`src/logic/fduc_defines.svh`:
```
// Address map, field positions, reset values and bit timing of the UART.
// Assumes byte addressing on the plain register port.
`ifndef FDUC_DEFINES_SVH
`define FDUC_DEFINES_SVH

`define FDUC_ADDR_TXBUF     8'hB6
`define FDUC_ADDR_RXBUF     8'hB7
`define FDUC_ADDR_DIV_LO    8'hB8
`define FDUC_ADDR_DIV_HI    8'hB9
`define FDUC_ADDR_CTRL      8'hBA
`define FDUC_ADDR_RXSTAT    8'hBB
`define FDUC_ADDR_IRQCLK    8'hBC

`define FDUC_RST_CTRL       8'h01
`define FDUC_RST_RXSTAT     8'h00
`define FDUC_RST_IRQCLK     8'h00
`define FDUC_RST_DIV        16'h0000

`define FDUC_CTRL_PAR_ON    7
`define FDUC_CTRL_PTYPE_HI  6
`define FDUC_CTRL_NINTH     5
`define FDUC_CTRL_LEN_HI    4
`define FDUC_CTRL_LEN_LO    3
`define FDUC_CTRL_ERR       2
`define FDUC_CTRL_RX_BUFFER_FULL      1
`define FDUC_CTRL_TX_BUFFER_EMPTY      0

`define FDUC_RXS_DOE        7
`define FDUC_RXS_FE         6
`define FDUC_RXS_PE         5
`define FDUC_RXS_SPARE      4
`define FDUC_RXS_NINTH      3
`define FDUC_RXS_ATTENTION_MODE       2
`define FDUC_RXS_TXACT      1
`define FDUC_RXS_RX_FRAMING_ACTIVE       0

`define FDUC_IC_TWO_STOP    7
`define FDUC_IC_SHORT_STOP  6
`define FDUC_IC_PIN_ON      5
`define FDUC_IC_SYNC        4
`define FDUC_IC_RX_EXT      3
`define FDUC_IC_TX_EXT      2
`define FDUC_IC_RX_IRQ      1
`define FDUC_IC_TX_IRQ      0

// Sixteen x16 ticks per bit; the start check falls after eight
`define FDUC_TICK_LAST      4'hF
`define FDUC_TICK_SHORT     4'hD
`define FDUC_TICK_HALF      4'h7

`endif

```
`src/logic/fduc_pkg.sv`:
```
// Types shared by the UART: bit-phase states and the whole state record.
// Assumes fduc_defines.svh holds all numbers.
package fduc_pkg;

  typedef enum logic [2:0] {
    PH_IDLE, PH_START, PH_DATA, PH_PAR, PH_STOP
  } fduc_phase_e;

  typedef struct packed {
    logic [7:0]  transmit_holding_buffer;
    logic        tx_buffer_empty;
    fduc_phase_e tx_ph;
    logic [3:0]  tx_cnt;
    logic [3:0]  tx_idx;
    logic [8:0]  tx_shift;
    logic        tx_par;
    logic        tx_line;
    logic        tx_active;
    logic [7:0]  receive_holding_buffer;
    logic        rx_buffer_full;
    logic        rx_ninth_bit;
    fduc_phase_e rx_ph;
    logic [3:0]  rx_cnt;
    logic [3:0]  rx_idx;
    logic [8:0]  rx_shift;
    logic        rx_par;
    logic        rx_perr;
    logic        pe;
    logic        fe;
    logic        overrun_fault;
    logic        rx_framing_active;
    logic [4:0]  ctrl;
    logic        attention_mode;
    logic        spare;
    logic [7:0]  icsel;
    logic [15:0] div;
    logic [15:0] div_cnt;
    logic        bclk;
    logic        ckx_prev;
    logic [7:0]  rd_data;
    logic        sout;
    logic        ckx_o;
    logic        ckx_oe;
    logic        tx_irq;
    logic        rx_irq;
  } fduc_state_s;

endpackage : fduc_pkg

```
`src/logic/fduc_uart.sv`:
```
// Full-duplex UART with double-buffered transmit and receive paths.
// Assumes a plain register port, pins already synchronous to ref_clk_in.
//
// How it works
// - Transmit-empty sets on load into shifter, clears on buffer write
// - Receive-full sets when a character lands, clears on buffer read
// - Global error bit is the OR of overrun, framing, parity
// - Length bits: 00 eight, 01 seven, 10 nine data bits
// - Length 11 loops transmitter to receiver with nine-bit frames
// - Shared bit is ninth transmit bit, else low parity select
// - Parity codes 00 and 01 odd, 10 one, 11 zero
// - Parity only when enabled and only in seven or eight bit frames
// - Framing error raises receive-activity bit until line returns high
// - Transmitting bit holds until the last stop bit ends
// - Attention bit clears on a character with ninth bit set
// - Ninth received bit kept as read-only status
// - Error flags sticky, cleared by reading them as one
// - Enable bits gate transmit and receive interrupts
// - Each direction picks internal generator or external clock pin
// - Mode bit zero asynchronous, one synchronous
// - Transmit pin from UART only when pin-enable set, else port data
// - Short-stop bit makes last stop seven eighths of a bit
// - Stop-count bit zero one stop, one two stops
// - Receive data from its own pin, except length 11, which takes it from the transmitter
// - Clock pin outputs generator clock or inputs an external clock
// - Reset clears all bits except transmit-empty, read-only ignore writes
// - Transmit interrupt pending while empty and enabled
// - Receive interrupt pending while full and enabled
// - Asynchronous bits take sixteen x16 ticks
// - Start bit checked at half bit, then one sample mid-bit
`include "fduc_defines.svh"

module fduc_uart (
  input  wire logic       ref_clk_in,
  input  wire logic       rst_b_in,
  input  wire logic       clk_en_in,
  input  wire logic [7:0] addr_in,
  input  wire logic [7:0] wr_data_in,
  input  wire logic       wr_in,
  input  wire logic       rd_in,
  output logic      [7:0] rd_data_out,
  input  wire logic       serial_in_pin_in,
  output logic            serial_out_pin_out,
  input  wire logic       port_l2_data_in,
  input  wire logic       ext_baud_clock_pin_in,
  output logic            ext_baud_clock_pin_out,
  output logic            ext_baud_clock_pin_oe_out,
  input  wire logic       ckx_dir_out_in,
  output logic            tx_irq_out,
  output logic            rx_irq_out
);

  fduc_pkg::fduc_state_s st_reg;
  fduc_pkg::fduc_state_s st_next;

  logic       par_on;
  logic       ptype_hi;
  logic       ninth_sel;
  logic [1:0] flen;
  logic       nine;
  logic       loop;
  logic       par_en;
  logic [3:0] nbits_m1;
  logic       sync_mode;
  logic       int_tick;
  logic       int_rise;
  logic       int_fall;
  logic       ext_rise;
  logic       ext_fall;
  logic       tx_tick;
  logic       rx_tick;
  logic       transmit_holding_buffer_wr;
  logic       receive_holding_buffer_rd;
  logic       rxs_rd;
  logic       tx_load;
  logic       tx_end;
  logic       tx_last_stop;
  logic       rx_line;
  logic       rx_sample;
  logic       rx_done;

  //////////////////////////////////////////////////////////////////////////
  // Frame decode and clock selection

  always_comb begin
    par_on    = st_reg.ctrl[4];
    ptype_hi  = st_reg.ctrl[3];
    ninth_sel = st_reg.ctrl[2];
    flen      = st_reg.ctrl[1:0];
    nine      = flen[1];
    loop      = &flen;
    par_en    = par_on && !nine;
    unique case (flen)
      2'b00:   nbits_m1 = 4'h7;
      2'b01:   nbits_m1 = 4'h6;
      default: nbits_m1 = 4'h8;
    endcase
    sync_mode = st_reg.icsel[`FDUC_IC_SYNC];
    int_tick  = (st_reg.div != 16'h0000) && (st_reg.div_cnt == 16'h0000);
    int_rise  = int_tick && !st_reg.bclk;
    int_fall  = int_tick && st_reg.bclk;
    ext_rise  = ext_baud_clock_pin_in && !st_reg.ckx_prev;
    ext_fall  = !ext_baud_clock_pin_in && st_reg.ckx_prev;
    // Sync mode moves one bit per clock: send on rise, sample on fall
    if (st_reg.icsel[`FDUC_IC_TX_EXT]) begin
      tx_tick = ext_rise;
    end else begin
      tx_tick = sync_mode ? int_rise : int_tick;
    end
    if (st_reg.icsel[`FDUC_IC_RX_EXT]) begin
      rx_tick = sync_mode ? ext_fall : ext_rise;
    end else begin
      rx_tick = sync_mode ? int_fall : int_tick;
    end
    transmit_holding_buffer_wr = wr_in && (addr_in == `FDUC_ADDR_TXBUF);
    receive_holding_buffer_rd = rd_in && (addr_in == `FDUC_ADDR_RXBUF);
    rxs_rd  = rd_in && (addr_in == `FDUC_ADDR_RXSTAT);
    rx_line = loop ? st_reg.tx_line : serial_in_pin_in;
  end

  //////////////////////////////////////////////////////////////////////////
  // Transmit and receive timing helpers

  always_comb begin
    // A buffer write in the same cycle delays the load one cycle
    tx_load      = !st_reg.tx_buffer_empty && !transmit_holding_buffer_wr;
    tx_last_stop = (st_reg.tx_idx ==
                    {3'h0, st_reg.icsel[`FDUC_IC_TWO_STOP]});
    if (sync_mode) begin
      tx_end = 1'b1;
    end else if (st_reg.tx_ph == fduc_pkg::PH_STOP && tx_last_stop &&
                 st_reg.icsel[`FDUC_IC_SHORT_STOP]) begin
      tx_end = (st_reg.tx_cnt == `FDUC_TICK_SHORT);
    end else begin
      tx_end = (st_reg.tx_cnt == `FDUC_TICK_LAST);
    end
    rx_sample = sync_mode || (st_reg.rx_cnt == `FDUC_TICK_LAST);
    rx_done   = rx_tick && rx_sample && (st_reg.rx_ph == fduc_pkg::PH_STOP);
  end

  //////////////////////////////////////////////////////////////////////////
  // Next state

  always_comb begin
    logic [8:0] rx_word;
    logic       keep;
    rx_word = 9'h000;
    keep    = 1'b0;
    st_next = st_reg;
    st_next.ckx_prev = ext_baud_clock_pin_in;
    // Baud generator; a divisor of zero stops the clock
    if (st_reg.div == 16'h0000) begin
      st_next.div_cnt = 16'h0000;
    end else if (st_reg.div_cnt == 16'h0000) begin
      st_next.div_cnt = st_reg.div - 16'h0001;
      st_next.bclk    = !st_reg.bclk;
    end else begin
      st_next.div_cnt = st_reg.div_cnt - 16'h0001;
    end

    // Transmitter
    if (st_reg.tx_ph == fduc_pkg::PH_IDLE) begin
      if (tx_load) begin
        st_next.tx_shift  = {ninth_sel, st_reg.transmit_holding_buffer};
        st_next.tx_buffer_empty      = 1'b1;
        st_next.tx_active = 1'b1;
        st_next.tx_ph     = fduc_pkg::PH_START;
        st_next.tx_cnt    = 4'h0;
        st_next.tx_line   = 1'b0;
      end
    end else if (tx_tick) begin
      st_next.tx_cnt = st_reg.tx_cnt + 4'h1;
      if (tx_end) begin
        st_next.tx_cnt = 4'h0;
        unique case (st_reg.tx_ph)
          fduc_pkg::PH_START: begin
            st_next.tx_ph   = fduc_pkg::PH_DATA;
            st_next.tx_idx  = 4'h0;
            st_next.tx_par  = 1'b0;
            st_next.tx_line = st_reg.tx_shift[0];
          end
          fduc_pkg::PH_DATA: begin
            st_next.tx_par   = st_reg.tx_par ^ st_reg.tx_shift[0];
            st_next.tx_shift = {1'b0, st_reg.tx_shift[8:1]};
            st_next.tx_idx   = st_reg.tx_idx + 4'h1;
            st_next.tx_line  = st_reg.tx_shift[1];
            if (st_reg.tx_idx == nbits_m1) begin
              st_next.tx_idx = 4'h0;
              if (par_en) begin
                st_next.tx_ph = fduc_pkg::PH_PAR;
                unique case ({ptype_hi, ninth_sel})
                  2'b10:   st_next.tx_line = 1'b1;
                  2'b11:   st_next.tx_line = 1'b0;
                  default: st_next.tx_line =
                             ~(st_reg.tx_par ^ st_reg.tx_shift[0]);
                endcase
              end else begin
                st_next.tx_ph   = fduc_pkg::PH_STOP;
                st_next.tx_line = 1'b1;
              end
            end
          end
          fduc_pkg::PH_PAR: begin
            st_next.tx_ph   = fduc_pkg::PH_STOP;
            st_next.tx_idx  = 4'h0;
            st_next.tx_line = 1'b1;
          end
          fduc_pkg::PH_STOP: begin
            if (!tx_last_stop) begin
              st_next.tx_idx = st_reg.tx_idx + 4'h1;
            end else if (tx_load) begin
              st_next.tx_shift = {ninth_sel, st_reg.transmit_holding_buffer};
              st_next.tx_buffer_empty     = 1'b1;
              st_next.tx_ph    = fduc_pkg::PH_START;
              st_next.tx_line  = 1'b0;
            end else begin
              st_next.tx_ph     = fduc_pkg::PH_IDLE;
              st_next.tx_active = 1'b0;
            end
          end
          default: st_next.tx_ph = fduc_pkg::PH_IDLE;
        endcase
      end
    end

    // Software side effects first, so that hardware sets win
    if (receive_holding_buffer_rd) begin
      st_next.rx_buffer_full = 1'b0;
    end
    if (rxs_rd) begin
      st_next.pe  = 1'b0;
      st_next.fe  = 1'b0;
      st_next.overrun_fault = 1'b0;
    end
    if (rx_line) begin
      st_next.rx_framing_active = 1'b0;
    end

    // Receiver
    if (rx_tick) begin
      st_next.rx_cnt = st_reg.rx_cnt + 4'h1;
      unique case (st_reg.rx_ph)
        fduc_pkg::PH_IDLE: begin
          if (!rx_line) begin
            st_next.rx_cnt = 4'h0;
            st_next.rx_idx = 4'h0;
            st_next.rx_par = 1'b0;
            st_next.rx_ph  = sync_mode ? fduc_pkg::PH_DATA
                                       : fduc_pkg::PH_START;
          end
        end
        fduc_pkg::PH_START: begin
          if (st_reg.rx_cnt == `FDUC_TICK_HALF) begin
            st_next.rx_cnt = 4'h0;
            st_next.rx_ph  = rx_line ? fduc_pkg::PH_IDLE
                                     : fduc_pkg::PH_DATA;
          end
        end
        fduc_pkg::PH_DATA: begin
          if (rx_sample) begin
            st_next.rx_cnt   = 4'h0;
            st_next.rx_shift = {rx_line, st_reg.rx_shift[8:1]};
            st_next.rx_par   = st_reg.rx_par ^ rx_line;
            st_next.rx_idx   = st_reg.rx_idx + 4'h1;
            st_next.rx_perr  = 1'b0;
            if (st_reg.rx_idx == nbits_m1) begin
              st_next.rx_ph = par_en ? fduc_pkg::PH_PAR
                                     : fduc_pkg::PH_STOP;
            end
          end
        end
        fduc_pkg::PH_PAR: begin
          if (rx_sample) begin
            st_next.rx_cnt = 4'h0;
            st_next.rx_ph  = fduc_pkg::PH_STOP;
            unique case ({ptype_hi, ninth_sel})
              2'b10:   st_next.rx_perr = !rx_line;
              2'b11:   st_next.rx_perr = rx_line;
              default: st_next.rx_perr = (st_reg.rx_par ^ rx_line) == 1'b0;
            endcase
          end
        end
        fduc_pkg::PH_STOP: begin
          // Receiver checks one stop bit whatever the transmit setting
          if (rx_sample) begin
            st_next.rx_cnt = 4'h0;
            st_next.rx_ph  = fduc_pkg::PH_IDLE;
          end
        end
        default: st_next.rx_ph = fduc_pkg::PH_IDLE;
      endcase
    end
    if (rx_done) begin
      unique case (flen)
        2'b00:   rx_word = {1'b0, st_reg.rx_shift[8:1]};
        2'b01:   rx_word = {2'b00, st_reg.rx_shift[8:2]};
        default: rx_word = st_reg.rx_shift;
      endcase
      // Attention drops characters whose ninth bit is clear
      keep = !(st_reg.attention_mode && nine && !rx_word[8]);
      if (!rx_line) begin
        st_next.fe   = 1'b1;
        st_next.rx_framing_active = 1'b1;
      end
      if (st_reg.rx_perr) begin
        st_next.pe = 1'b1;
      end
      if (keep) begin
        st_next.receive_holding_buffer  = rx_word[7:0];
        st_next.rx_ninth_bit = nine ? rx_word[8] : 1'b0;
        st_next.rx_buffer_full  = 1'b1;
        if (st_reg.rx_buffer_full && !receive_holding_buffer_rd) begin
          st_next.overrun_fault = 1'b1;
        end
        if (nine && rx_word[8]) begin
          st_next.attention_mode = 1'b0;
        end
      end
    end

    // Register writes; read-only bits are never written
    if (wr_in) begin
      unique case (addr_in)
        `FDUC_ADDR_TXBUF: begin
          st_next.transmit_holding_buffer = wr_data_in;
          st_next.tx_buffer_empty = 1'b0;
        end
        `FDUC_ADDR_DIV_LO:  st_next.div[7:0]  = wr_data_in;
        `FDUC_ADDR_DIV_HI:  st_next.div[15:8] = wr_data_in;
        `FDUC_ADDR_CTRL:    st_next.ctrl = wr_data_in[7:3];
        `FDUC_ADDR_RXSTAT: begin
          st_next.spare = wr_data_in[`FDUC_RXS_SPARE];
          st_next.attention_mode  = wr_data_in[`FDUC_RXS_ATTENTION_MODE];
        end
        `FDUC_ADDR_IRQCLK:  st_next.icsel = wr_data_in;
        default: ;
      endcase
    end

    // Read data, valid in the cycle after the strobe
    st_next.rd_data = 8'h00;
    if (rd_in) begin
      unique case (addr_in)
        `FDUC_ADDR_TXBUF:  st_next.rd_data = st_reg.transmit_holding_buffer;
        `FDUC_ADDR_RXBUF:  st_next.rd_data = st_reg.receive_holding_buffer;
        `FDUC_ADDR_DIV_LO: st_next.rd_data = st_reg.div[7:0];
        `FDUC_ADDR_DIV_HI: st_next.rd_data = st_reg.div[15:8];
        `FDUC_ADDR_CTRL:   st_next.rd_data = {st_reg.ctrl,
                             st_reg.pe | st_reg.fe | st_reg.overrun_fault,
                             st_reg.rx_buffer_full, st_reg.tx_buffer_empty};
        `FDUC_ADDR_RXSTAT: st_next.rd_data = {st_reg.overrun_fault, st_reg.fe,
                             st_reg.pe, st_reg.spare, st_reg.rx_ninth_bit,
                             st_reg.attention_mode, st_reg.tx_active, st_reg.rx_framing_active};
        `FDUC_ADDR_IRQCLK: st_next.rd_data = st_reg.icsel;
        default:           st_next.rd_data = 8'h00;
      endcase
    end

    // Pins and interrupt levels, all registered
    st_next.sout = st_reg.icsel[`FDUC_IC_PIN_ON] ? st_reg.tx_line
                                                 : port_l2_data_in;
    st_next.ckx_oe = ckx_dir_out_in;
    st_next.ckx_o  = st_reg.bclk;
    st_next.tx_irq = st_reg.tx_buffer_empty && st_reg.icsel[`FDUC_IC_TX_IRQ];
    st_next.rx_irq = st_reg.rx_buffer_full && st_reg.icsel[`FDUC_IC_RX_IRQ];
  end

  //////////////////////////////////////////////////////////////////////////
  // State register; the clock enable freezes everything

  always_ff @(posedge ref_clk_in or negedge rst_b_in) begin
    if (!rst_b_in) begin
      st_reg         <= '0;
      st_reg.tx_buffer_empty    <= 1'b1;
      st_reg.tx_line <= 1'b1;
      st_reg.sout    <= 1'b1;
    end else if (clk_en_in) begin
      st_reg <= st_next;
    end
  end

  assign rd_data_out               = st_reg.rd_data;
  assign serial_out_pin_out        = st_reg.sout;
  assign ext_baud_clock_pin_out    = st_reg.ckx_o;
  assign ext_baud_clock_pin_oe_out = st_reg.ckx_oe;
  assign tx_irq_out                = st_reg.tx_irq;
  assign rx_irq_out                = st_reg.rx_irq;

  //////////////////////////////////////////////////////////////////////////
  // Checks

  tx_empty_clear_a: assert property (
    @(posedge ref_clk_in) disable iff (!rst_b_in)
    clk_en_in && transmit_holding_buffer_wr |=> !st_reg.tx_buffer_empty && st_reg.transmit_holding_buffer == $past(wr_data_in))
    else $error("buffer write did not clear transmit empty");

  rx_full_clear_a: assert property (
    @(posedge ref_clk_in) disable iff (!rst_b_in)
    clk_en_in && receive_holding_buffer_rd && !rx_done |=> !st_reg.rx_buffer_full)
    else $error("receive buffer read did not clear full flag");

  err_summary_a: assert property (
    @(posedge ref_clk_in) disable iff (!rst_b_in)
    clk_en_in && rd_in && addr_in == `FDUC_ADDR_CTRL |=>
      rd_data_out[`FDUC_CTRL_ERR] == $past(st_reg.pe | st_reg.fe | st_reg.overrun_fault))
    else $error("global error bit wrong");

  tx_active_idle_a: assert property (
    @(posedge ref_clk_in) disable iff (!rst_b_in)
    st_reg.tx_active == (st_reg.tx_ph != fduc_pkg::PH_IDLE))
    else $error("transmitting bit disagrees with transmitter phase");

  rx_framing_active_release_a: assert property (
    @(posedge ref_clk_in) disable iff (!rst_b_in)
    clk_en_in && rx_line |=> !st_reg.rx_framing_active)
    else $error("receive-activity bit kept with line high");

  err_sticky_a: assert property (
    @(posedge ref_clk_in) disable iff (!rst_b_in)
    st_reg.fe && !(clk_en_in && rxs_rd) |=> st_reg.fe)
    else $error("framing flag lost without status read");

  tx_pin_mux_a: assert property (
    @(posedge ref_clk_in) disable iff (!rst_b_in)
    clk_en_in && !st_reg.icsel[`FDUC_IC_PIN_ON] |=>
      serial_out_pin_out == $past(port_l2_data_in))
    else $error("transmit pin not following port data");

  tx_irq_gate_a: assert property (
    @(posedge ref_clk_in) disable iff (!rst_b_in)
    clk_en_in |=>
      tx_irq_out == $past(st_reg.tx_buffer_empty && st_reg.icsel[`FDUC_IC_TX_IRQ]))
    else $error("transmit interrupt level wrong");

  rx_irq_gate_a: assert property (
    @(posedge ref_clk_in) disable iff (!rst_b_in)
    clk_en_in |=>
      rx_irq_out == $past(st_reg.rx_buffer_full && st_reg.icsel[`FDUC_IC_RX_IRQ]))
    else $error("receive interrupt level wrong");

  overrun_set_a: assert property (
    @(posedge ref_clk_in) disable iff (!rst_b_in)
    clk_en_in && rx_done && st_reg.rx_buffer_full && !receive_holding_buffer_rd &&
      !(st_reg.attention_mode && nine) |=> st_reg.overrun_fault && st_reg.rx_buffer_full)
    else $error("overrun not flagged");

endmodule : fduc_uart

```
`config.mk`:
```
export PLATFORM = sky130hd
export DESIGN_NAME = fduc_uart
export DESIGN_NICKNAME = d
export VERILOG_FILES = /design/src/logic/fduc_pkg.sv /design/src/logic/fduc_uart.sv
export VERILOG_INCLUDE_DIRS = /design/src /design/src/logic
export SDC_FILE = /design/constraint.sdc
export NUM_CORES = 1
export LEC_CHECK = 0
export BUFFER_PORTS_ARGS = -buffer_cell sky130_fd_sc_hd__clkbuf_2
export CORE_MARGIN = 2
export CORE_UTILIZATION = 40
export DETAILED_ROUTE_END_ITERATION = 8
export PLACE_DENSITY = 0.68
export SYNTH_ARGS = -nofsm -noshare
export SYNTH_HDL_FRONTEND = slang
export SYNTH_SLANG_ARGS = --single-unit
```
`constraint.sdc`:
```
create_clock -name ref_clk_in -period 4.8 [get_ports ref_clk_in]
set_input_delay 0.48 -clock ref_clk_in [delete_from_list [all_inputs] [get_ports ref_clk_in]]
set_output_delay 0.48 -clock ref_clk_in [all_outputs]
set_load 0.02 [all_outputs]
```
==> summary.md, run 1 <==
| Metric | Value |
|---|---|
| Synthesized flop and latch total | 130 |
| Arrival time worst endpoint | 3500 ps |
| Total buffers and inverters traversed by the critical path | 0 |
| Total placed instance area | 0.00782 sq mm |
| DRT Wirelength | 20.5 mm |
| Die footprint | 0.0198 sq mm |
| Count of endpoints failing hold in the final timing report | 0 |
| Data required time at the worst endpoint | 5120 ps |
| Global router's overall resource usage | 0.213 |
| Startpoint class of the critical path | flip-flop |
| Vias per cell | 6.23 |
| Number of search-and-repair iterations in the first detailed-routing pass | 7 |
| Std-Cell Core Area | 0.0185 sq mm |
| Class of the most critical hold timing path | in2async |
| Max-slew violations | 0 |
| Number of remaining DRC errors | 0 |
| Part of the Yosys area used for sequential elements | 0.436 |
| Cells after Synth | 761 |
| Number of buffers created by CTS | 17 |
| Effective utilization at floorplan | 0.404 |
| Total number of clock tree sinks | 130 |
| Int Pwr | 2080 uW |
| Cts-stage hold buffer count | 0 |
| Maximum fanout along the worst path | 18 |
| Number of buffers inserted to repair setup after CTS | 0 |
| Switching part of the total power | 0.311 |
| Type of the setup path with the least slack | reg2reg |
| Port bufs | 37 |
| Cell area after layout | 0.00840 sq mm |
| Cell at the root of the clock tree | sky130_fd_sc_hd__clkbuf_16 |
| Global placer's final weighted congestion | 0.901 |
| Total power density per cell area | 360 mW/mm^2 |
| Remaining antenna violation count | 0 |
| Synthesis warning total | 0 |
| Number of enable flip-flop cells after synthesis | 0 |
| Result of the run | completed |
| Share of synthesized registers carrying an async set or reset | 1.00 |
| RSZ-0062 raised after global routing | false |
| Transition time at the pin with the least slew margin | 1160 ps |
| Post_cts resized | 0 |
| Crit-path leading delay family | simple AND/OR/NAND/NOR gates |
| Mean post-synth cell area | 9.83 sq um |
| Core utilization of the finished layout | 0.453 |
| Slew headroom | 0.219 |
| Cell leakage power | 0.00368 uW |
| Max Fclk | 0.314 GHz |
| Net switching power | 938 uW |
| Via total after detailed routing | 6413 |
| CP Capture Type | flip-flop |
| Min Clock Period, post-route | 3180 ps |
| Number of flip-flops in the largest register | 111 |
| Number of design-rule violations left by the first detailed-router iteration | 551 |
| HPWL after detailed placement | 14.3 mm |
| Library cells used by synthesis | 78 |
| Global-route wire length before repair | 33.0 mm |
| Cell with the largest stage delay on the worst path | sky130_fd_sc_hd__o21a_1 |
| Filler Cells Inserted | 1731 |
| Antenna diode count | 0 |
| Pin count of the biggest net entering global routing | 95 |
| Relative area change from synthesis to final layout | 12.3% |
| Total negative setup slack | 0 ps |
| Post-synthesis net count | 791 |
| Mapped cell area | 0.00748 sq mm |
| Top_reg_cell synth | sky130_fd_sc_hd__dfrtp_1 |
| Post-Route Skew | 11.5 ps |
| Max-cap violations | 0 |
| Crit-path max cell delay | 610 ps |
| Initial antenna violation count | 1 |
| Maximum vdd ir drop | 0.272 mV |
| Non-filler instance count after layout | 1030 |
| Critical Path, Cell by Cell | nor3_1, nand4_1, a2111oi_2, o21a_1, nand2_1, mux2_2 |
| Reg power frac | 0.435 |
| Longest Clk Path Bufs | 2 |
| H-tree Lvls | 4 |
| Vias in the first global route | 6006 |
| Chip height | 141 microns |
| Power share of the clock group | 0.420 |
| Boundary Pins | 38 |
| Global route overflow | 0 |
| Reg clk slew, reported paths | 60 ps |
| Placement row count | 50 |
| Latest clock arrival within the worst-skew pair | 440 ps |
| Routed wirelength normalized by instance count | 19.9 microns |
| Die outline width | 141 microns |
| Clock tree from TritonCTS | done |
| Setup violators final | 0 |
| Final nets | 813 |
| Final period util | 0.663 |
| Proportion of layout cells with a drive suffix above 1 | 0.191 |
| Comb power frac | 0.145 |
| Cell Count Post-Placement | 998 |
stage by stage:
stage	total power, uW	hold slack (ps)	setup WS [ps]
finish	3020	130	1620
global route	3160	205	1360
CTS	3040	165	1680
floorplan	1610	184	1820
global placement	1750	479	1720
detailed placement	1760	479	1680
power groups by stage:
stage / combinational, uW / sequential, uW / clock (uW)
5_1_grt: 489 / 1330 / 1340
3_3_place_gp: 427 / 1330 / 0
3_5_place_dp: 434 / 1330 / 0
4_1_cts: 434 / 1310 / 1290
6_report: 437 / 1310 / 1270
2_1_floorplan: 328 / 1280 / 0
layer usage:
metal	global-route usage	wire length, microns
met1	0.298	9210
met2	0.324	9320
met3	0.0479	1470
met4	0.0774	496
met5	0	0
final cells by class:
class,count,area (sq um),share of cell area
Sequential cell,130,3260,0.388
Timing Repair Buffer,43,236,0.0282
Tap cell,234,293,0.0349
Multi-Input combinational cell,573,3970,0.473
Clock inverter,15,148,0.0176
Inverter,18,67.6,0.00805
Clock buffer,17,425,0.0507
path summary, 6_finish.rpt:
kind                            cells after the start  slack (ps)                   endpoint                from
worst max register to register                      6        1620                 st_reg[75]          st_reg[27]
worst min register to register                      2         490         serial_out_pin_out  serial_out_pin_out
worst min-delay path                                1         130  ext_baud_clock_pin_oe_out            rst_b_in
min in group ref_clk_in                             2         300  ext_baud_clock_pin_oe_out      ckx_dir_out_in
worst max-delay path                                6        1620                 st_reg[75]          st_reg[27]
max in group asynchronous                           2        3630                 st_reg[30]            rst_b_in
synth_stat cells (4+ instances only):
master	n	area share
sky130_fd_sc_hd__ha_1	5	0.0084
sky130_fd_sc_hd__and2_1	6	0.0050
sky130_fd_sc_hd__mux2_2	59	0.089
sky130_fd_sc_hd__inv_1	17	0.0085
sky130_fd_sc_hd__a2111oi_0	4	0.0047
sky130_fd_sc_hd__or3_1	9	0.0075
sky130_fd_sc_hd__clkbuf_1	25	0.013
sky130_fd_sc_hd__nand2_1	60	0.030
sky130_fd_sc_hd__o31ai_1	5	0.0050
sky130_fd_sc_hd__a21oi_1	37	0.025
sky130_fd_sc_hd__nor3b_1	4	0.0040
sky130_fd_sc_hd__and3_1	10	0.0084
sky130_fd_sc_hd__mux2i_1	30	0.040
sky130_fd_sc_hd__o22ai_1	6	0.0050
sky130_fd_sc_hd__o21ai_0	47	0.031
sky130_fd_sc_hd__dfrtp_1	127	0.42
sky130_fd_sc_hd__nor2_1	56	0.028
sky130_fd_sc_hd__a211oi_1	14	0.014
sky130_fd_sc_hd__buf_4	8	0.0080
sky130_fd_sc_hd__o2bb2ai_1	5	0.0059
sky130_fd_sc_hd__a221o_1	8	0.011
sky130_fd_sc_hd__a22o_1	19	0.022
sky130_fd_sc_hd__o211ai_1	4	0.0040
sky130_fd_sc_hd__nand2b_1	10	0.0084
sky130_fd_sc_hd__nand3b_1	5	0.0050
sky130_fd_sc_hd__nand4b_1	4	0.0047
sky130_fd_sc_hd__nor3_1	20	0.013
sky130_fd_sc_hd__nor4_1	4	0.0033
sky130_fd_sc_hd__a31oi_1	9	0.0075
sky130_fd_sc_hd__a21boi_0	5	0.0050
sky130_fd_sc_hd__nand3_1	25	0.017
sky130_fd_sc_hd__nand4_1	6	0.0050
sky130_fd_sc_hd__xnor2_1	5	0.0059
sky130_fd_sc_hd__a22oi_1	21	0.021
layout by cell type, fill, tap and decap left out, drive strengths merged, types with 4 or more instances in the layout:
cell	Yosys	layout
nor3b	4	4
o211ai	5	5
nand2	60	60
mux2i	30	30
nand3b	5	5
o2bb2ai	5	5
a211oi	14	14
a22o	19	19
nand4	6	6
a21boi	5	5
xnor2	5	5
clkbuf	26	53
nor2	56	56
o2111ai	4	4
dfrtp	127	127
and3	10	10
o22ai	6	6
nor3	20	20
o31ai	5	5
a21oi	37	37
buf	14	7
a22oi	21	21
a31oi	9	9
inv	17	24
ha	5	5
clkinv	1	5
nor4	5	5
a221o	8	8
a2111oi	6	6
nand3	25	25
o21ai	51	51
nand4b	4	4
or3	9	9
and2	6	6
nand2b	10	10
mux2	59	59
cells by family after synthesis:
group                      count (synthesis)  synth area share
AOI/OAI and AO/OA                        234             0.222
buffers and inverters                     58            0.0338
xor gates and xnor gates                   7           0.00820
adders and majority gates                  5           0.00837
muxes                                     89             0.129
DFF                                      130             0.436
and+or+nand+nor                          238             0.163
No activity file was read; power rests on OpenSTA's default activity.
==> run 2: changes to the inputs <==
clock period = 3 ns   (was 4.8 ns; I/O delays follow)
==> summary.md, run 2 (same netlist as run 1, synthesis figures left out) <==
| Metric | Value |
|---|---|
| DRT Wirelength | 20.7 mm |
| Cell at the root of the clock tree | sky130_fd_sc_hd__clkbuf_16 |
| Class of the most critical hold timing path | in2reg |
| Global placer's final weighted congestion | 0.924 |
| Max-cap violations | 0 |
| Top library cells by usage in the layout, fill and taps aside | 127 x sky130_fd_sc_hd__dfrtp_1, 60 x sky130_fd_sc_hd__nand2_1, 59 x sky130_fd_sc_hd__mux2_2 |
| Cell with the largest stage delay on the worst path | sky130_fd_sc_hd__or4_1 |
| Met1 Resource Use GR | 0.298 |
| Arrival time worst endpoint | 3110 ps |
| Proportion of layout cells with a drive suffix above 1 | 0.214 |
| Global route overflow | 0 |
| Busiest metal layer after global routing | met2 |
| Startpoint class of the critical path | flip-flop |
| Critical Path, Cell by Cell | or4_1, a211oi_1, o211ai_1, o21ai_1, nand2_1, a221o_1 |
| Tot Pwr | 4920 uW |
| Data required time at the worst endpoint | 3310 ps |
| RSZ-0062 raised after global routing | true |
| Total negative setup slack | 0 ps |
| Number of design-rule violations left by the first detailed-router iteration | 546 |
| Effective utilization at floorplan | 0.404 |
| Total power density per cell area | 571 mW/mm^2 |
| Min Clock Period, post-route | 2800 ps |
| Boundary Pins | 38 |
| Antenna diode count | 0 |
| H-tree Lvls | 4 |
| Met3 track utilization from global routing | 0.0594 |
| Hold slack final | 105 ps |
| Final nets | 836 |
| Max-slew violations | 0 |
| Maximum vdd ir drop | 0.393 mV |
| Crit path capture | st_reg[104] |
| Worst flop-to-flop path startpoint | st_reg[16] |
| Port bufs | 37 |
| Std-Cell Core Area | 0.0185 sq mm |
| Relative area change from synthesis to final layout | 15.2% |
| Transition time at the pin with the least slew margin | 784 ps |
| Reg clk slew, reported paths | 70 ps |
| Number of buffers created by CTS | 17 |
| Reg-to-reg setup timing slack | 200 ps |
| Vias in the first global route | 6085 |
| Placement row count | 50 |
| Vias per cell | 6.13 |
| Latest clock arrival within the worst-skew pair | 430 ps |
| Longest Clk Path Bufs | 2 |
| Remaining antenna violation count | 0 |
| Maximum fanout along the worst path | 7 |
| Max Fclk | 0.357 GHz |
| Number of cells traversed by the worst register-to-register path | 6 |
| Chip height | 141 microns |
| Via total after detailed routing | 6454 |
| Final period util | 0.933 |
| Number of cells on the critical path | 6 |
| Number of search-and-repair iterations in the first detailed-routing pass | 5 |
| Die footprint | 0.0198 sq mm |
| Final worst setup slack | 202 ps |
| Critical Path Start | st_reg[16] |
| Die outline width | 141 microns |
| Slew headroom | 0.464 |
| Reg-to-reg critical path endpoint | st_reg[104] |
| Filler Cells Inserted | 1754 |
| Type of the setup path with the least slack | reg2reg |
| CP Capture Type | flip-flop |
| Crit-path max cell delay | 690 ps |
| Post-Route Skew | 12.4 ps |
| Count of endpoints failing hold in the final timing report | 0 |
| Routed wirelength normalized by instance count | 19.6 microns |
| Total number of clock tree sinks | 130 |
| Total buffers and inverters traversed by the critical path | 0 |
| Global router's overall resource usage | 0.213 |
| Hold Path Depth | 2 |
| Met2 capacity usage during global routing | 0.320 |
| Core utilization of the finished layout | 0.465 |
| HPWL after detailed placement | 14.5 mm |
| Crit-path leading delay family | compound AO/OA/AOI/OAI gates |
| Number of flip-flops in the largest register | 111 |
| Cell leakage power | 0.00382 uW |
| Pin count of the biggest net entering global routing | 75 |
| Global-route wire length before repair | 33.1 mm |
| Leading cell type in the layout, fill and taps excluded | sky130_fd_sc_hd__dfrtp_1 |
| Setup violators final | 0 |
| Worst Setup Slack post-DPL | 196 ps |
| Clock tree from TritonCTS | done |
| Initial antenna violation count | 0 |
| Number of remaining DRC errors | 0 |
| Result of the run | completed |
[run 2: changes by cell type in the layout (fill, tap and decap cells not counted)]
cell	previous run	this run
sky130_fd_sc_hd__o2111ai_1	3	2
sky130_fd_sc_hd__o2111ai_2	1	2
sky130_fd_sc_hd__inv_6	6	7
sky130_fd_sc_hd__clkinv_4	3	1
sky130_fd_sc_hd__buf_4	6	27
sky130_fd_sc_hd__dlygate4sd3_1	0	1
sky130_fd_sc_hd__inv_8	1	4
sky130_fd_sc_hd__clkinv_2	1	0
sky130_fd_sc_hd__clkinvlp_4	3	2
sky130_fd_sc_hd__buf_12	0	1
sky130_fd_sc_hd__a2111oi_4	0	1
sky130_fd_sc_hd__a2111oi_2	1	0
[run 2: worst min path at each step]
| stage | from | end | slack, ps |
|---|---|---|---|
| 3_5_place_dp | rst_b_in | ext_baud_clock_pin_oe_out | 320 |
| 4_1_cts | ckx_dir_out_in | ext_baud_clock_pin_oe_out | 100 |
| 3_3_place_gp | rst_b_in | ext_baud_clock_pin_oe_out | 310 |
| 5_1_grt | ckx_dir_out_in | ext_baud_clock_pin_oe_out | 100 |
| 2_1_floorplan | rst_b_in | ext_baud_clock_pin_oe_out | 4 |
| 6_report | ckx_dir_out_in | ext_baud_clock_pin_oe_out | 100 |
[run 2: where the power goes]
part / internal [uW] / total [uW] / switching [uW] / leakage, uW
clock: 1180 / 2080 / 902 / 0.000284
combinational: 296 / 742 / 446 / 0.00179
sequential: 1890 / 2100 / 202 / 0.00174
total: 3370 / 4920 / 1550 / 0.00382
[run 2: stage by stage]
stage               instances  area, sq um
finish                   1053         8610
global route             1053         8610
CTS                      1053         8600
detailed placement       1020         8000
global placement         1020         8000
floorplan                 761         7480
[run 2: per-layer routing]
layer | share of wire | up-vias
met1 | 0.45 | 3142
met3 | 0.082 | 27
met5 | 0 | -
met4 | 0.017 | 0
li1 | - | 3002
met2 | 0.46 | 283
[run 2: cell type report]
type	count	area, sq um	share of cell area
multi-input combinational	573	3990	0.463
inverter	18	67.6	0.00784
sequential	130	3260	0.378
clock buffer	17	425	0.0494
clock inverter	15	160	0.0186
tap	234	293	0.0340
timing repair buffer	66	424	0.0492
[run 2: timing repair]
action	4_1_cts	5_1_grt
endpoints found under the hold margin	55	0
endpoints found under the setup margin	0	25
gates resized for setup	0	2
hold buffers	1	0
setup buffers	0	0
==> run 3: changes to the inputs <==
--- a/config.mk
+++ b/config.mk
@@ -11,2 +11,3 @@
 export CORE_UTILIZATION = 40
+export CTS_CLUSTER_SIZE = 20
 export DETAILED_ROUTE_END_ITERATION = 8
==> constraint.sdc (replaced) <==
create_clock -name ref_clk_in -period 3 [get_ports ref_clk_in]
set_input_delay 0.6 -clock ref_clk_in [delete_from_list [all_inputs] [get_ports ref_clk_in]]
set_output_delay 0.6 -clock ref_clk_in [all_outputs]
set_load 0.02 [all_outputs]
==> summary.md, run 3 (same netlist as run 1, synthesis figures left out) <==
| Metric | Value |
|---|---|
| Std-Cell Core Area | 0.0185 sq mm |
| Remaining antenna violation count | 0 |
| Number of search-and-repair iterations in the first detailed-routing pass | 7 |
| Boundary Pins | 38 |
| Startpoint class of the critical path | flip-flop |
| Reg power frac | 0.421 |
| Crit-path max cell delay | 690 ps |
| Longest Clk Path Bufs | 2 |
| Reg clk slew, reported paths | 70 ps |
| Port bufs | 37 |
| Core utilization of the finished layout | 0.467 |
| Initial antenna violation count | 0 |
| Switching part of the total power | 0.319 |
| Slew headroom | 0.379 |
| Cell Count Post-Placement | 1025 |
| Effective utilization at floorplan | 0.404 |
| Total number of clock tree sinks | 130 |
| Arrival time worst endpoint | 3120 ps |
| Antenna diode count | 0 |
| Chip height | 141 microns |
| Reg-to-reg setup timing slack | 180 ps |
| Global placer's final weighted congestion | 0.902 |
| Max-cap violations | 0 |
| Total negative setup slack | 0 ps |
| Number of buffers created by CTS | 17 |
| Die outline width | 141 microns |
| Total power density per cell area | 576 mW/mm^2 |
| Worst Setup Slack post-DPL | 157 ps |
| HPWL after detailed placement | 14.8 mm |
| RSZ-0062 raised after global routing | false |
| Number of cells traversed by the worst register-to-register path | 6 |
| Multi-input gate area | 0.00399 sq mm |
| Net switching power | 1590 uW |
| Transition time at the pin with the least slew margin | 925 ps |
| Post-Route Skew | 12.0 ps |
| Die footprint | 0.0198 sq mm |
| Maximum vdd ir drop | 0.371 mV |
| Global route overflow | 0 |
| Int Pwr | 3390 uW |
| Result of the run | completed |
| H-tree Lvls | 4 |
| Critical Path, Cell by Cell | or4_1, a211oi_1, o211ai_1, o21ai_1, nand2_1, a221o_1 |
| Data required time at the worst endpoint | 3300 ps |
| Reg-to-reg critical path endpoint | st_reg[103] |
| Number of flip-flops in the largest register | 111 |
| Relative area change from synthesis to final layout | 15.6% |
| Type of the setup path with the least slack | reg2reg |
| Number of remaining DRC errors | 0 |
| Worst flop-to-flop path startpoint | st_reg[16] |
| Comb power frac | 0.149 |
| Latest clock arrival within the worst-skew pair | 430 ps |
| Cell at the root of the clock tree | sky130_fd_sc_hd__clkbuf_16 |
| Cell with the largest stage delay on the worst path | sky130_fd_sc_hd__or4_1 |
| Pin count of the biggest net entering global routing | 79 |
| Count of endpoints failing hold in the final timing report | 0 |
| Top library cells by usage in the layout, fill and taps aside | 127 x sky130_fd_sc_hd__dfrtp_1, 60 x sky130_fd_sc_hd__nand2_1, 59 x sky130_fd_sc_hd__mux2_2 |
| Global router's overall resource usage | 0.211 |
| Via total after detailed routing | 6512 |
| Number of design-rule violations left by the first detailed-router iteration | 585 |
| Final nets | 840 |
| Cell leakage power | 0.00385 uW |
| Power share of the clock group | 0.429 |
| Clock tree from TritonCTS | done |
| CP Capture Type | flip-flop |
| Routed wirelength normalized by instance count | 19.5 microns |
| Hold slack final | 179 ps |
| Max Fclk | 0.355 GHz |
| Leading cell type in the layout, fill and taps excluded | sky130_fd_sc_hd__dfrtp_1 |
| Final worst setup slack | 181 ps |
| Placement row count | 50 |
| Filler Cells Inserted | 1714 |
| Max-slew violations | 0 |
| Global-route wire length before repair | 32.7 mm |
| Setup violators final | 0 |
| DRT Wirelength | 20.6 mm |
| Proportion of layout cells with a drive suffix above 1 | 0.219 |
| Non-filler instance count after layout | 1057 |
| Final period util | 0.940 |
| Min Clock Period, post-route | 2820 ps |
| Maximum fanout along the worst path | 7 |
| Vias per cell | 6.16 |
| Register area | 0.00326 sq mm |
| Class of the most critical hold timing path | in2async |
| Vias in the first global route | 6023 |
==> run 3: changes by cell type in the layout (fill, tap and decap cells not counted), sizes merged <==
cell / before / now
buf: 29 / 34
clkinvlp: 2 / 0
dlygate4sd3: 1 / 0
inv: 28 / 30
==> run 3: per-layer routing <==
layer / GRT usage / wire, microns
met4: 0.0737 / 515
met3: 0.0469 / 1440
met5: 0 / 0
met1: 0.296 / 9240
met2: 0.324 / 9440
==> run 3: what timing repair did <==
action                                  in CTS  in global routing
setup buffers                                0                  0
resized for setup                            0                  2
endpoints found under the setup margin       0                 17
hold buffers                                 0                  0
==> run 3: power groups by stage <==
stage	sequential, uW	clock [uW]	combinational [uW]
final	2100	2130	743
after global routing	2120	2250	824
after CTS	2090	2160	730
after detailed placement	2120	0	726
after global placement	2110	0	722
after floorplan	2060	0	525
==> run 3: cell type report <==
class                           count  share of cell area
Inverter                           18             0.00782
Timing Repair Buffer               70              0.0508
Clock buffer                       17              0.0492
Clock inverter                     15              0.0200
Sequential cell                   130               0.377
Multi-Input combinational cell    573               0.461
Tap cell                          234              0.0339
==> run 3: critical path, delay by kind of cell (launching register included) <==
kind / cells / cell delay (ps)
AOI/OAI and AO/OA: 4 / 1280
and+or+nand+nor: 2 / 970
DFF: 1 / 440
==> run 3: worst max path at each step <==
| stage | end | startpoint | slack, ps | cells after the start |
|---|---|---|---|---|
| floorplan | st_reg[29] | st_reg[15] | 20 | 11 |
| global placement | st_reg[29] | st_reg[22] | 250 | 9 |
| detailed placement | st_reg[29] | st_reg[22] | 160 | 9 |
| CTS | st_reg[29] | st_reg[22] | 160 | 9 |
| global route | st_reg[106] | st_reg[16] | 20 | 6 |
| finish | st_reg[103] | st_reg[16] | 180 | 6 |
==> run 3: stage by stage <==
stage | area (sq um) | power (uW)
floorplan | 7480 | 2580
global placement | 8030 | 2830
detailed placement | 8030 | 2840
CTS | 8620 | 4980
global route | 8640 | 5190
finish | 8640 | 4970
